## config.mk

```make
export PLATFORM = sky130hd
export DESIGN_NAME = mdb_uart
export DESIGN_NICKNAME = d
export VERILOG_FILES = /design/src/core/mdb_uart_pkg.sv /design/src/core/mdb_baud_gen.sv /design/src/core/mdb_uart.sv
export VERILOG_INCLUDE_DIRS = /design/src /design/src/core
export SDC_FILE = /design/constraint.sdc
export NUM_CORES = 1
export LEC_CHECK = 0
export BUFFER_PORTS_ARGS = -buffer_cell sky130_fd_sc_hd__clkbuf_2
export CAP_MARGIN = 15
export CORE_ASPECT_RATIO = 0.75
export CORE_MARGIN = 4
export CORE_UTILIZATION = 55
export DETAILED_ROUTE_END_ITERATION = 6
export GPL_TIMING_DRIVEN = 0
export HOLD_SLACK_MARGIN = 0.06
export PLACE_DENSITY = 0.83
export SKIP_CTS_REPAIR_TIMING = 1
export SLEW_MARGIN = 20
export SYNTH_ARGS = -nofsm -noshare
export SYNTH_HDL_FRONTEND = slang
export SYNTH_SLANG_ARGS = --single-unit
export TNS_END_PERCENT = 10
```

## constraint.sdc

```tcl
create_clock -name sys_clk_i -period 3 [get_ports sys_clk_i]
set_input_delay 0.15 -clock sys_clk_i [delete_from_list [all_inputs] [get_ports sys_clk_i]]
set_output_delay 0.15 -clock sys_clk_i [all_outputs]
set_load 0.05 [all_outputs]
```

## src/core/mdb_uart_defines.svh

```systemverilog
// constants of the multidrop uart: selection codes, sub-bit counts, reset values
// assumes inclusion by bare name from package and design files
`ifndef MDB_UART_DEFINES_SVH
`define MDB_UART_DEFINES_SVH

`define MDB_SEL_ALL        2'h0
`define MDB_SEL_ADDR       2'h1
`define MDB_SEL_MATCH_FLW  2'h2
`define MDB_SEL_MATCH_DATA 2'h3

`define MDB_DIV_W          16
`define MDB_SUBBITS        16
`define MDB_SUB_LAST       4'hf
`define MDB_SUB_MID        4'h7
`define MDB_BIT_LAST       3'h7

`define MDB_LINE_IDLE      1'h1
`define MDB_DE_RST         1'h0
`define MDB_DIV_RST        16'h0000

`endif

```

## src/core/mdb_uart_pkg.sv

```systemverilog
// types shared by the multidrop uart and its baud generator
// assumes mdb_uart_defines.svh is on the include path
`include "mdb_uart_defines.svh"

package mdb_uart_pkg;

	typedef struct packed {
		logic       nine_bit_mode_on;
		logic       ninth_bit_tx_value;
		logic       driver_enable_polarity;
		logic [1:0] addr_match_irq_select;
		logic       parity_on;
		logic       parity_odd;
		logic [7:0] addr_compare;
	} mdb_cfg_t;

	typedef struct packed {
		logic       valid;
		logic [7:0] data;
		logic       is_addr;
		logic       irq;
		logic       frame_err;
		logic       parity_err;
	} mdb_rx_out_t;

	typedef enum logic [2:0] {MDB_TX_IDLE, MDB_TX_START, MDB_TX_DATA, MDB_TX_NINTH, MDB_TX_PARITY,
		MDB_TX_STOP} mdb_tx_state_t;
	typedef enum logic [2:0] {MDB_RX_IDLE, MDB_RX_START, MDB_RX_DATA, MDB_RX_NINTH, MDB_RX_PARITY,
		MDB_RX_STOP} mdb_rx_state_t;

	typedef struct packed {
		logic [`MDB_DIV_W-1:0] cnt;
		logic                  tick;
	} mdb_brg_state_t;

	typedef struct packed {
		mdb_tx_state_t tx_state;
		logic [3:0]    tx_sub;
		logic [2:0]    tx_bit;
		logic [7:0]    tx_shift;
		logic          tx_nine;
		logic          tx_ninth;
		logic          tx_par_on;
		logic          tx_par;
		logic          txd;
		logic          de;
		logic          rx_sync1;
		logic          rx_sync2;
		logic          rx_prev;
		mdb_rx_state_t rx_state;
		logic [3:0]    rx_sub;
		logic [2:0]    rx_bit;
		logic [7:0]    rx_shift;
		logic          rx_nine;
		logic          rx_ninth;
		logic          rx_par_on;
		logic          rx_par_bad;
		logic          matched;
		mdb_rx_out_t   rx_out;
	} mdb_state_t;

endpackage

```

## src/core/mdb_baud_gen.sv

```systemverilog
// baud generator: one tick per divisor clocks, sixteen ticks per bit
// assumes a divisor held steady while frames are in flight
`timescale 1ns/100ps
`default_nettype none
`include "mdb_uart_defines.svh"

module mdb_baud_gen
	import mdb_uart_pkg::*;
(
	input  wire logic                  sys_clk_i,
	input  wire logic                  srst_i,
	input  wire logic [`MDB_DIV_W-1:0] baud_divisor_i,
	output logic                       tick_16x_o
);

	mdb_brg_state_t st_ff;
	mdb_brg_state_t nxt_st;

	always_comb
	begin
		nxt_st = st_ff;
		nxt_st.tick = 1'b0;
		// divisor zero parks the generator rather than ticking every clock
		if (baud_divisor_i == `MDB_DIV_RST)
			nxt_st.cnt = '0;
		else if (st_ff.cnt >= baud_divisor_i - `MDB_DIV_W'(1))
		begin
			nxt_st.cnt = '0;
			nxt_st.tick = 1'b1;
		end
		else
			nxt_st.cnt = st_ff.cnt + `MDB_DIV_W'(1);
	end

	always_ff @(posedge sys_clk_i)
	begin
		if (srst_i)
			st_ff <= '0;
		else
			st_ff <= nxt_st;
	end

	assign tick_16x_o = st_ff.tick;
endmodule

`default_nettype wire

```

## src/core/mdb_uart.sv

```systemverilog
// multidrop uart: transmitter, receiver, nine-bit address filter, driver enable
// assumes rxd_i is asynchronous; configuration inputs come from logic on sys_clk_i
`timescale 1ns/100ps
`default_nettype none
`include "mdb_uart_defines.svh"

module mdb_uart
	import mdb_uart_pkg::*;
(
	input  wire logic                  sys_clk_i,
	input  wire logic                  srst_i,
	input  wire mdb_cfg_t              cfg_i,
	input  wire logic [`MDB_DIV_W-1:0] baud_divisor_i,
	input  wire logic                  tx_valid_i,
	input  wire logic [7:0]            tx_data_i,
	output logic                       tx_ready_o,
	input  wire logic                  rxd_i,
	output logic                       txd_o,
	output logic                       line_driver_enable_o,
	output mdb_rx_out_t                rx_o
);

	mdb_state_t st_ff;
	mdb_state_t nxt_st;
	logic       tick_16x;
	logic       tx_adv;
	logic       rx_adv;
	logic       tx_accept;
	logic       rx_is_addr;
	logic       rx_hit;

	mdb_baud_gen u_baud_gen (
		.sys_clk_i      (sys_clk_i),
		.srst_i         (srst_i),
		.baud_divisor_i (baud_divisor_i),
		.tick_16x_o     (tick_16x)
	);

	assign tx_ready_o = (st_ff.tx_state == MDB_TX_IDLE);
	assign tx_accept = tx_ready_o && tx_valid_i;
	assign tx_adv = tick_16x && (st_ff.tx_sub == `MDB_SUB_LAST);
	// start bit is checked at its middle, every later bit one full bit after that
	assign rx_adv = tick_16x && (st_ff.rx_sub == ((st_ff.rx_state == MDB_RX_START) ? `MDB_SUB_MID : `MDB_SUB_LAST));
	assign rx_is_addr = st_ff.rx_nine && st_ff.rx_ninth;
	assign rx_hit = rx_is_addr && (st_ff.rx_shift == cfg_i.addr_compare);

	always_comb
	begin
		nxt_st = st_ff;
		nxt_st.rx_out.valid = 1'b0;
		nxt_st.rx_out.irq = 1'b0;
		// the first stage feeds only the second
		nxt_st.rx_sync1 = rxd_i;
		nxt_st.rx_sync2 = st_ff.rx_sync1;
		nxt_st.rx_prev = st_ff.rx_sync2;

		if (tick_16x && st_ff.tx_state != MDB_TX_IDLE)
			nxt_st.tx_sub = st_ff.tx_sub + 4'h1;
		unique case (st_ff.tx_state)
			MDB_TX_IDLE:
				if (tx_valid_i)
				begin
					nxt_st.tx_state = MDB_TX_START;
					nxt_st.tx_sub = 4'h0;
					nxt_st.tx_bit = 3'h0;
					nxt_st.txd = 1'b0;
					nxt_st.tx_shift = tx_data_i;
					nxt_st.tx_nine = cfg_i.nine_bit_mode_on;
					nxt_st.tx_ninth = cfg_i.nine_bit_mode_on & cfg_i.ninth_bit_tx_value;
					nxt_st.tx_par_on = cfg_i.parity_on & ~cfg_i.nine_bit_mode_on;
					nxt_st.tx_par = (^tx_data_i) ^ cfg_i.parity_odd;
				end
			MDB_TX_START:
				if (tx_adv)
				begin
					nxt_st.tx_state = MDB_TX_DATA;
					nxt_st.txd = st_ff.tx_shift[0];
				end
			MDB_TX_DATA:
				if (tx_adv)
				begin
					if (st_ff.tx_bit == `MDB_BIT_LAST)
					begin
						if (st_ff.tx_nine)
						begin
							nxt_st.tx_state = MDB_TX_NINTH;
							nxt_st.txd = st_ff.tx_ninth;
						end
						else if (st_ff.tx_par_on)
						begin
							nxt_st.tx_state = MDB_TX_PARITY;
							nxt_st.txd = st_ff.tx_par;
						end
						else
						begin
							nxt_st.tx_state = MDB_TX_STOP;
							nxt_st.txd = `MDB_LINE_IDLE;
						end
					end
					else
					begin
						nxt_st.tx_bit = st_ff.tx_bit + 3'h1;
						nxt_st.tx_shift = {1'b0, st_ff.tx_shift[7:1]};
						nxt_st.txd = st_ff.tx_shift[1];
					end
				end
			MDB_TX_NINTH, MDB_TX_PARITY:
				if (tx_adv)
				begin
					nxt_st.tx_state = MDB_TX_STOP;
					nxt_st.txd = `MDB_LINE_IDLE;
				end
			MDB_TX_STOP:
				if (tx_adv)
					nxt_st.tx_state = MDB_TX_IDLE;
		endcase
		// enable spans start bit to end of stop bit
		nxt_st.de = (nxt_st.tx_state != MDB_TX_IDLE) ^ cfg_i.driver_enable_polarity;

		if (tick_16x && st_ff.rx_state != MDB_RX_IDLE)
			nxt_st.rx_sub = st_ff.rx_sub + 4'h1;
		unique case (st_ff.rx_state)
			MDB_RX_IDLE:
				if (st_ff.rx_prev && !st_ff.rx_sync2)
				begin
					nxt_st.rx_state = MDB_RX_START;
					nxt_st.rx_sub = 4'h0;
				end
			MDB_RX_START:
				if (rx_adv)
				begin
					// a glitch shorter than half a bit is not a start bit
					if (st_ff.rx_sync2)
						nxt_st.rx_state = MDB_RX_IDLE;
					else
					begin
						nxt_st.rx_state = MDB_RX_DATA;
						nxt_st.rx_sub = 4'h0;
						nxt_st.rx_bit = 3'h0;
						nxt_st.rx_nine = cfg_i.nine_bit_mode_on;
						nxt_st.rx_ninth = 1'b0;
						nxt_st.rx_par_on = cfg_i.parity_on & ~cfg_i.nine_bit_mode_on;
						nxt_st.rx_par_bad = 1'b0;
					end
				end
			MDB_RX_DATA:
				if (rx_adv)
				begin
					nxt_st.rx_shift = {st_ff.rx_sync2, st_ff.rx_shift[7:1]};
					nxt_st.rx_bit = st_ff.rx_bit + 3'h1;
					if (st_ff.rx_bit == `MDB_BIT_LAST)
					begin
						if (st_ff.rx_nine)
							nxt_st.rx_state = MDB_RX_NINTH;
						else if (st_ff.rx_par_on)
							nxt_st.rx_state = MDB_RX_PARITY;
						else
							nxt_st.rx_state = MDB_RX_STOP;
					end
				end
			MDB_RX_NINTH:
				if (rx_adv)
				begin
					nxt_st.rx_ninth = st_ff.rx_sync2;
					nxt_st.rx_state = MDB_RX_STOP;
				end
			MDB_RX_PARITY:
				if (rx_adv)
				begin
					nxt_st.rx_par_bad = (^st_ff.rx_shift) ^ st_ff.rx_sync2 ^ cfg_i.parity_odd;
					nxt_st.rx_state = MDB_RX_STOP;
				end
			MDB_RX_STOP:
				if (rx_adv)
				begin
					// back to idle at mid stop bit so a tight next start is seen
					nxt_st.rx_state = MDB_RX_IDLE;
					nxt_st.rx_out.valid = 1'b1;
					nxt_st.rx_out.data = st_ff.rx_shift;
					nxt_st.rx_out.is_addr = rx_is_addr;
					nxt_st.rx_out.frame_err = ~st_ff.rx_sync2;
					nxt_st.rx_out.parity_err = st_ff.rx_par_on & st_ff.rx_par_bad;
					if (!st_ff.rx_nine)
						nxt_st.rx_out.irq = 1'b1;
					else
					begin
						unique case (cfg_i.addr_match_irq_select)
							`MDB_SEL_ALL:
								nxt_st.rx_out.irq = 1'b1;
							`MDB_SEL_ADDR:
								nxt_st.rx_out.irq = rx_is_addr;
							`MDB_SEL_MATCH_FLW:
								if (rx_is_addr)
								begin
									nxt_st.rx_out.irq = rx_hit;
									nxt_st.matched = rx_hit;
								end
								else
									nxt_st.rx_out.irq = st_ff.matched;
							`MDB_SEL_MATCH_DATA:
								if (rx_is_addr)
									nxt_st.matched = rx_hit;
								else
									nxt_st.rx_out.irq = st_ff.matched;
						endcase
					end
				end
		endcase
	end

	always_ff @(posedge sys_clk_i)
	begin
		if (srst_i)
		begin
			st_ff <= '0;
			st_ff.txd <= `MDB_LINE_IDLE;
			st_ff.de <= `MDB_DE_RST;
			st_ff.rx_sync1 <= `MDB_LINE_IDLE;
			st_ff.rx_sync2 <= `MDB_LINE_IDLE;
			st_ff.rx_prev <= `MDB_LINE_IDLE;
		end
		else
			st_ff <= nxt_st;
	end

	assign txd_o = st_ff.txd;
	assign line_driver_enable_o = st_ff.de;
	assign rx_o = st_ff.rx_out;
endmodule

`default_nettype wire

```

Yosys cells after proc, flatten, opt, wreduce, memory -nomap -nowiden

Cells that the tools add are included.
Widths: inputs -> output; s select.

Logic and storage cells: 169
Output and inout port bits: 16
Bits in registers: 80
Input bits: 43

Multiplexer cells: 49
Equal/unequal tests: 32
Reductions and logical operators: 40
Add/subtract/negate cells: 6
Bitwise gates (word level): 11
Magnitude comparators: 1

Operator list:

| operator              | count |
|---|---|
| $mux 3                | 13 |
| $mux 11               | 3 |
| $pmux 3 s5            | 2 |
| $ne 2x2->1 const B    | 13 |
| $mux 23               | 1 |
| $pmux 11 s2           | 1 |
| $reduce_and 4->1      | 5 |
| $eq 3x3->1 const B    | 6 |
| $add 16x1->16 const B | 1 |
| $ge 16x16->1          | 1 |
| $logic_not 16->1      | 1 |
| $mux 4                | 4 |
| $reduce_xor 8->1      | 2 |
| $sub 16x1->16 const B | 1 |
| $mux 1                | 14 |
| $mux 7                | 2 |
| $mux 13               | 1 |
| $eq 3x2->1 const B    | 4 |
| $mux 10               | 1 |
| $reduce_or 2->1       | 5 |
| $reduce_bool 3->1     | 3 |
| $add 4x1->4 const B   | 2 |
| $eq 8x8->1            | 1 |
| $pmux 1 s4            | 2 |
| 25 further kinds      | 50 |

Logic depth before layout (Yosys ltp)

Depth in word-level cells: 7
Mapped depth: 14
Mapped depth without buffers: 13

Modules after synthesis

Synthesis repeated with hierarchy kept, for this count alone.

Cell total of the unflattened synthesis: 541
Area, all modules: 4,628.2 sq um

By module, submodules not included:

| module       | area each (sq um) | times used | cells an instance | sequential area each (sq um) |
|---|---|---|---|---|
| mdb_uart     | 3,328.2           | 1          | 386               | 1,261.2 |
| mdb_baud_gen | 1,300.0           | 1          | 155               | 340.3 |

Worst setup path before layout

OpenSTA, ideal clock, no wires.

Path kind: input to register
Start: input baud_divisor_i[9]
End: register u_baud_gen.st_ff[15] (netlist name)
Path slack: 560 ps
Setup time: 64 ps
Path buffers: 1
Data required time: 2,936 ps
Arrival: 2,376 ps
Stages on the path: 12
Cell sequence: or4_1 -> or2_4 -> nor3_1 -> xnor2_1 -> ha_1 -> nand2_1 -> nor2_1 -> a211oi_1 -> nor2b_1 -> o21ai_2 -> buf_6 -> nor2_1

Longest elaborated chain between the ends: 3
Elaborated cells on any way between the ends: 4
Those cells by class: add/sub: 1; order compare: 1; reduce/logical: 2

Ends and longest elaborated chain:

| what                               | RTL line           | text |
|---|---|---|
| start: declaration                 | mdb_uart.sv:13     | `` input wire logic [`MDB_DIV_W-1:0] baud_divisor_i, `` |
| $sub 16x1->16                      | mdb_baud_gen.sv:26 | `` else if (st_ff.cnt >= baud_divisor_i - `MDB_DIV_W'(1)) `` |
| $ge 16x16->1                       | mdb_baud_gen.sv:26 |  |
| $reduce_or 3->1 (no source line) * | n/a                |  |
| end signal: assignment             | mdb_baud_gen.sv:40 | `st_ff <= nxt_st;` |
| end: declaration                   | mdb_baud_gen.sv:16 | `mdb_brg_state_t st_ff;` |

Every way passes the cells marked *; elsewhere a longest branch is shown, timed or not.
A chain may end at the register's enable or synchronous reset.

Worst setup path in the final report

Start: input baud_divisor_i[9]
End: register u_baud_gen.st_ff[11] (netlist name)

Same word-level chain as after synthesis.

==> key figures <==
Setup path
  • CP most frequent cell: nor2_1
  • WP data arrival: 2.92 ns
  • Crit. End Element: register
  • CP Capture Point: u_baud_gen.st_ff[11]
  • Crit path largest cell delay: 0.55 ns
  • Worst-case reg-to-reg path depth: 8
  • Worst path slowest cell: or4_1
  • CP max FO: 10
  • Crit. Startpoint: baud_divisor_i[9]
  • WP data required: ~3.3 ns
  • Critical path cell sequence: clkbuf_2, or4_1, or2_4, nor3_1, xnor2_1, ha_1, nand2_1, nor2_1, a211oi_1, nor2b_1, o21ai_2, buf_6, nor2_1
  • RR Endpoint: rx_o[3]
  • Worst R2R Start: st_ff[29]
  • CP Class: in2reg
  • CP startpoint kind: input pin
  • Flop2flop setup slack: 0.93 ns

Route
  • Total wire length: 10300 µm
  • WL/cell: between 10 and 15 µm
  • Via count: a little over 4000
  • Drt drc: 0
  • Initial drt markers: around 240
  • ANT nets after route: 0
  • Vias per cell: roughly 5.6
  • DRT Pass-1 Iters: 5

STA
  • Final Cycle Share: 0.881
  • Final setup viols: 0
  • Clock Skew: about 0.012 ns
  • Minimum clock period: roughly 2.6 ns
  • Fmax: about 380 MHz
  • Final worst setup slack: 0.356 ns
  • Setup Total Neg Slack: 0 ns
  • Fin. max-slew vios: 0
  • Worst Max-Slew Pin Slew: roughly 1 ns
  • Rel. slew slack: 0.316
  • Final hold violation count: 0
  • RSZ-0062 raised after global routing: false

Floorplanning
  • Chip height: between 80 and 90 µm
  • Row count: 28
  • Initial core utilization: 0.567
  • Die Width: roughly 110 µm
  • Die area: just under 10000 µm²
  • Core Area: about 7900 µm²
  • Top-Level Pins: roughly 60

Power
  • Pwr dens: 411 nW/µm²
  • Peak VDD IR: between 0.0002 and 0.0003 V
  • Total Power: approximately 2.1 mW
  • Leak: between 1.5 and 2 nW

Job
  • Max_cap viols: 0

Global route
  • Global-route wire length before repair: between 15000 and 20000 µm
  • GRT overflow: 0
  • GR Util All Layers: 0.212
  • Vias in the first global route: 3743
  • Largest net degree at the start of global routing: 14
  • Initial antenna violation count: 0

Synth
  • EDFF count, synth: 0
  • Mapped Cells: 548
  • Synth Flop Type: dfxtp_1
  • Post-synthesis sequential area ratio: 0.359
  • Synth cell types: between 50 and 60
  • Yosys warning total: 0
  • Synth Register Bits: 80
  • Post-synth ARST share: 0
  • Syn nets: 615
  • Synthesized area: about 4500 µm²
  • Mean post-synth cell area: ~8.2 µm²

Layout
  • Core Util, Final: 0.646
  • ANT cells: 0
  • Share of cells above drive strength 1: 0.178
  • Reg area: about 1600 µm²
  • Area of the multi-input gates: 2610 µm²
  • Final nets: ~690
  • P&R area growth vs syn: 13.9%
  • Number of fill cells in the layout: around 700

Hold path
  • Min-delay worst type: in2reg

Placed design
  • I/O Buffers: 57
  • Dpl ws: approximately 0.038 ns
  • Final Wtd Congestion: 0.944
  • Placed wire-length estimate: 7870 µm

Run status
  • Outcome: complete, no violations

CTS
  • TritonCTS clock tree: built
  • Clock sinks: 80
  • Total CTS buffers: 9
  • Clock-pin slew on the worst setup and hold paths: 0.08 ns
  • CTS HTree Levels: 3
  • CTS root buffer: clkbuf_8
  • Clock latency at the later pin of the worst-skew pair: between 0.3 and 0.4 ns
  • CTS Buffer Depth: 2
[cell usage after synthesis, types with 2 or more instances]
| cell type | count | area (µm²) |
|---|---|---|
| buf_4 | 14 | 105 |
| ha_1 | 24 | 300 |
| a211o_1 | 3 | 26.3 |
| and3_1 | 4 | 25.0 |
| nand4_1 | 12 | 75.1 |
| xnor2_1 | 43 | 377 |
| a21oi_1 | 44 | 220 |
| nand2_1 | 83 | 312 |
| clkbuf_1 | 18 | 67.6 |
| mux2_2 | 2 | 22.5 |
| nand3_1 | 27 | 135 |
| nor2b_1 | 8 | 50.1 |
| xor2_1 | 17 | 149 |
| or4_1 | 2 | 15.0 |
| nand2b_1 | 8 | 50.1 |
| or2_2 | 6 | 37.5 |
| and4_1 | 3 | 26.3 |
| nor2_1 | 55 | 206 |
| nor3_1 | 17 | 85.1 |
| o21ai_0 | 8 | 40.0 |
| nor4_1 | 6 | 37.5 |
| o21a_1 | 2 | 15.0 |
| buf_2 | 6 | 30.0 |
| dfxtp_1 | 80 | 1600 |
| a31oi_1 | 3 | 18.8 |
| o31a_1 | 2 | 17.5 |
| inv_1 | 10 | 37.5 |
| a311oi_1 | 8 | 70.1 |
| mux2i_1 | 4 | 40.0 |
| a22oi_1 | 2 | 15.0 |
| a211oi_1 | 3 | 22.5 |
[final cells by class]
type,instances,area share
Multi-Input combinational cell,419,0.514
Sequential cell,80,0.315
Timing Repair Buffer,59,0.0600
Buffer,39,0.0420
Tap cell,105,0.0258
Clock buffer,9,0.0243
Clock inverter,7,0.0123
Inverter,10,0.00737
[metrics by stage]
| step | hold slack (ns) | area, µm² | instances |
|---|---|---|---|
| after detailed placement | 0.370 | 4880 | 710 |
| after CTS | 0.00666 | 5070 | 726 |
| after global placement | 0.364 | 4880 | 710 |
| after global routing | 0.0653 | 5090 | 728 |
| after floorplan | 0.254 | 4470 | 548 |
| final | 0.0664 | 5090 | 728 |
[worst max-delay path: cells and delay by family]
family	cells	cell delay [ns]
AOI/OAI and AO/OA	2	0.42
xor gates and xnor gates	1	0.16
adders and majority gates	1	0.26
buffers and inverters	2	0.29
and+or+nand+nor	7	1.64
[how the worst min path moves through the flow]
stage              start                   end  slack (ns)  depth (start not counted)
2_1_floorplan      rxd_i            nxt_st[37]        0.25                          1
3_3_place_gp       rxd_i            nxt_st[37]        0.36                          2
3_5_place_dp       rxd_i            nxt_st[37]        0.37                          2
4_1_cts            rxd_i            nxt_st[37]       0.007                          2
5_1_grt        cfg_i[12]  line_driver_enable_o        0.07                          3
6_report       cfg_i[12]  line_driver_enable_o        0.07                          3
[where the power goes]
group | switching (mW) | leakage (nW) | internal [mW]
Clock | 0.383 | 0.0985 | 0.377
Sequential | 0.0156 | 0.648 | 1.08
Combinational | 0.135 | 1.24 | 0.0977
[flip-flops by register name (all words and copies together), names as in the netlist]
signal and cells:
rx_o 13, u_baud_gen.tick_16x_o 1, line_driver_enable_o 1, u_baud_gen.st_ff 16, txd_o 1, st_ff 46
nxt_st 2
[placed cells by master, fill, tap and decap left out, types with 2 or more instances in the layout]
cell type	Yosys	final
nand2_1	83	83
dfxtp_1	80	80
clkbuf_2	0	57
nor2_1	55	55
a21oi_1	44	44
xnor2_1	43	43
nand3_1	27	27
ha_1	24	24
clkbuf_1	18	18
xor2_1	17	17
nor3_1	17	17
buf_4	14	14
nand4_1	12	12
inv_1	10	10
clkbuf_8	0	9
o21ai_0	8	8
nor2b_1	8	8
nand2b_1	8	8
a311oi_1	8	8
nor4_1	6	6
buf_2	6	6
or2_2	6	6
clkinv_2	0	5
and3_1	4	4
mux2i_1	4	4
a211oi_1	3	3
and4_1	3	3
a31oi_1	3	3
a211o_1	3	3
o21a_1	2	2
or4_1	2	2
o31a_1	2	2
a22oi_1	2	2
mux2_2	2	2
dlygate4sd3_1	0	2
[routing by layer]
layer,track usage,up-vias,wire length [µm]
met5,0,-,0
met2,0.350,131,4890
li1,-,2027,-
met1,0.285,1897,4650
met4,0.0655,0,152
met3,0.0381,19,578
[cells by family (layout without fill, tap and decap cells)]
kind of cell / after synthesis / after routing / share of synthesized area
XOR/XNOR: 60 / 60 / 0.118
flip-flops: 80 / 80 / 0.359
AND/OR/NAND/NOR: 242 / 242 / 0.258
AO/OA/AOI/OAI: 87 / 87 / 0.129
buffers and inverters: 49 / 124 / 0.0563
adder cells (fa/ha/maj): 24 / 24 / 0.0672
multiplexers: 6 / 6 / 0.0140
No activity file was read; power rests on OpenSTA's default activity.
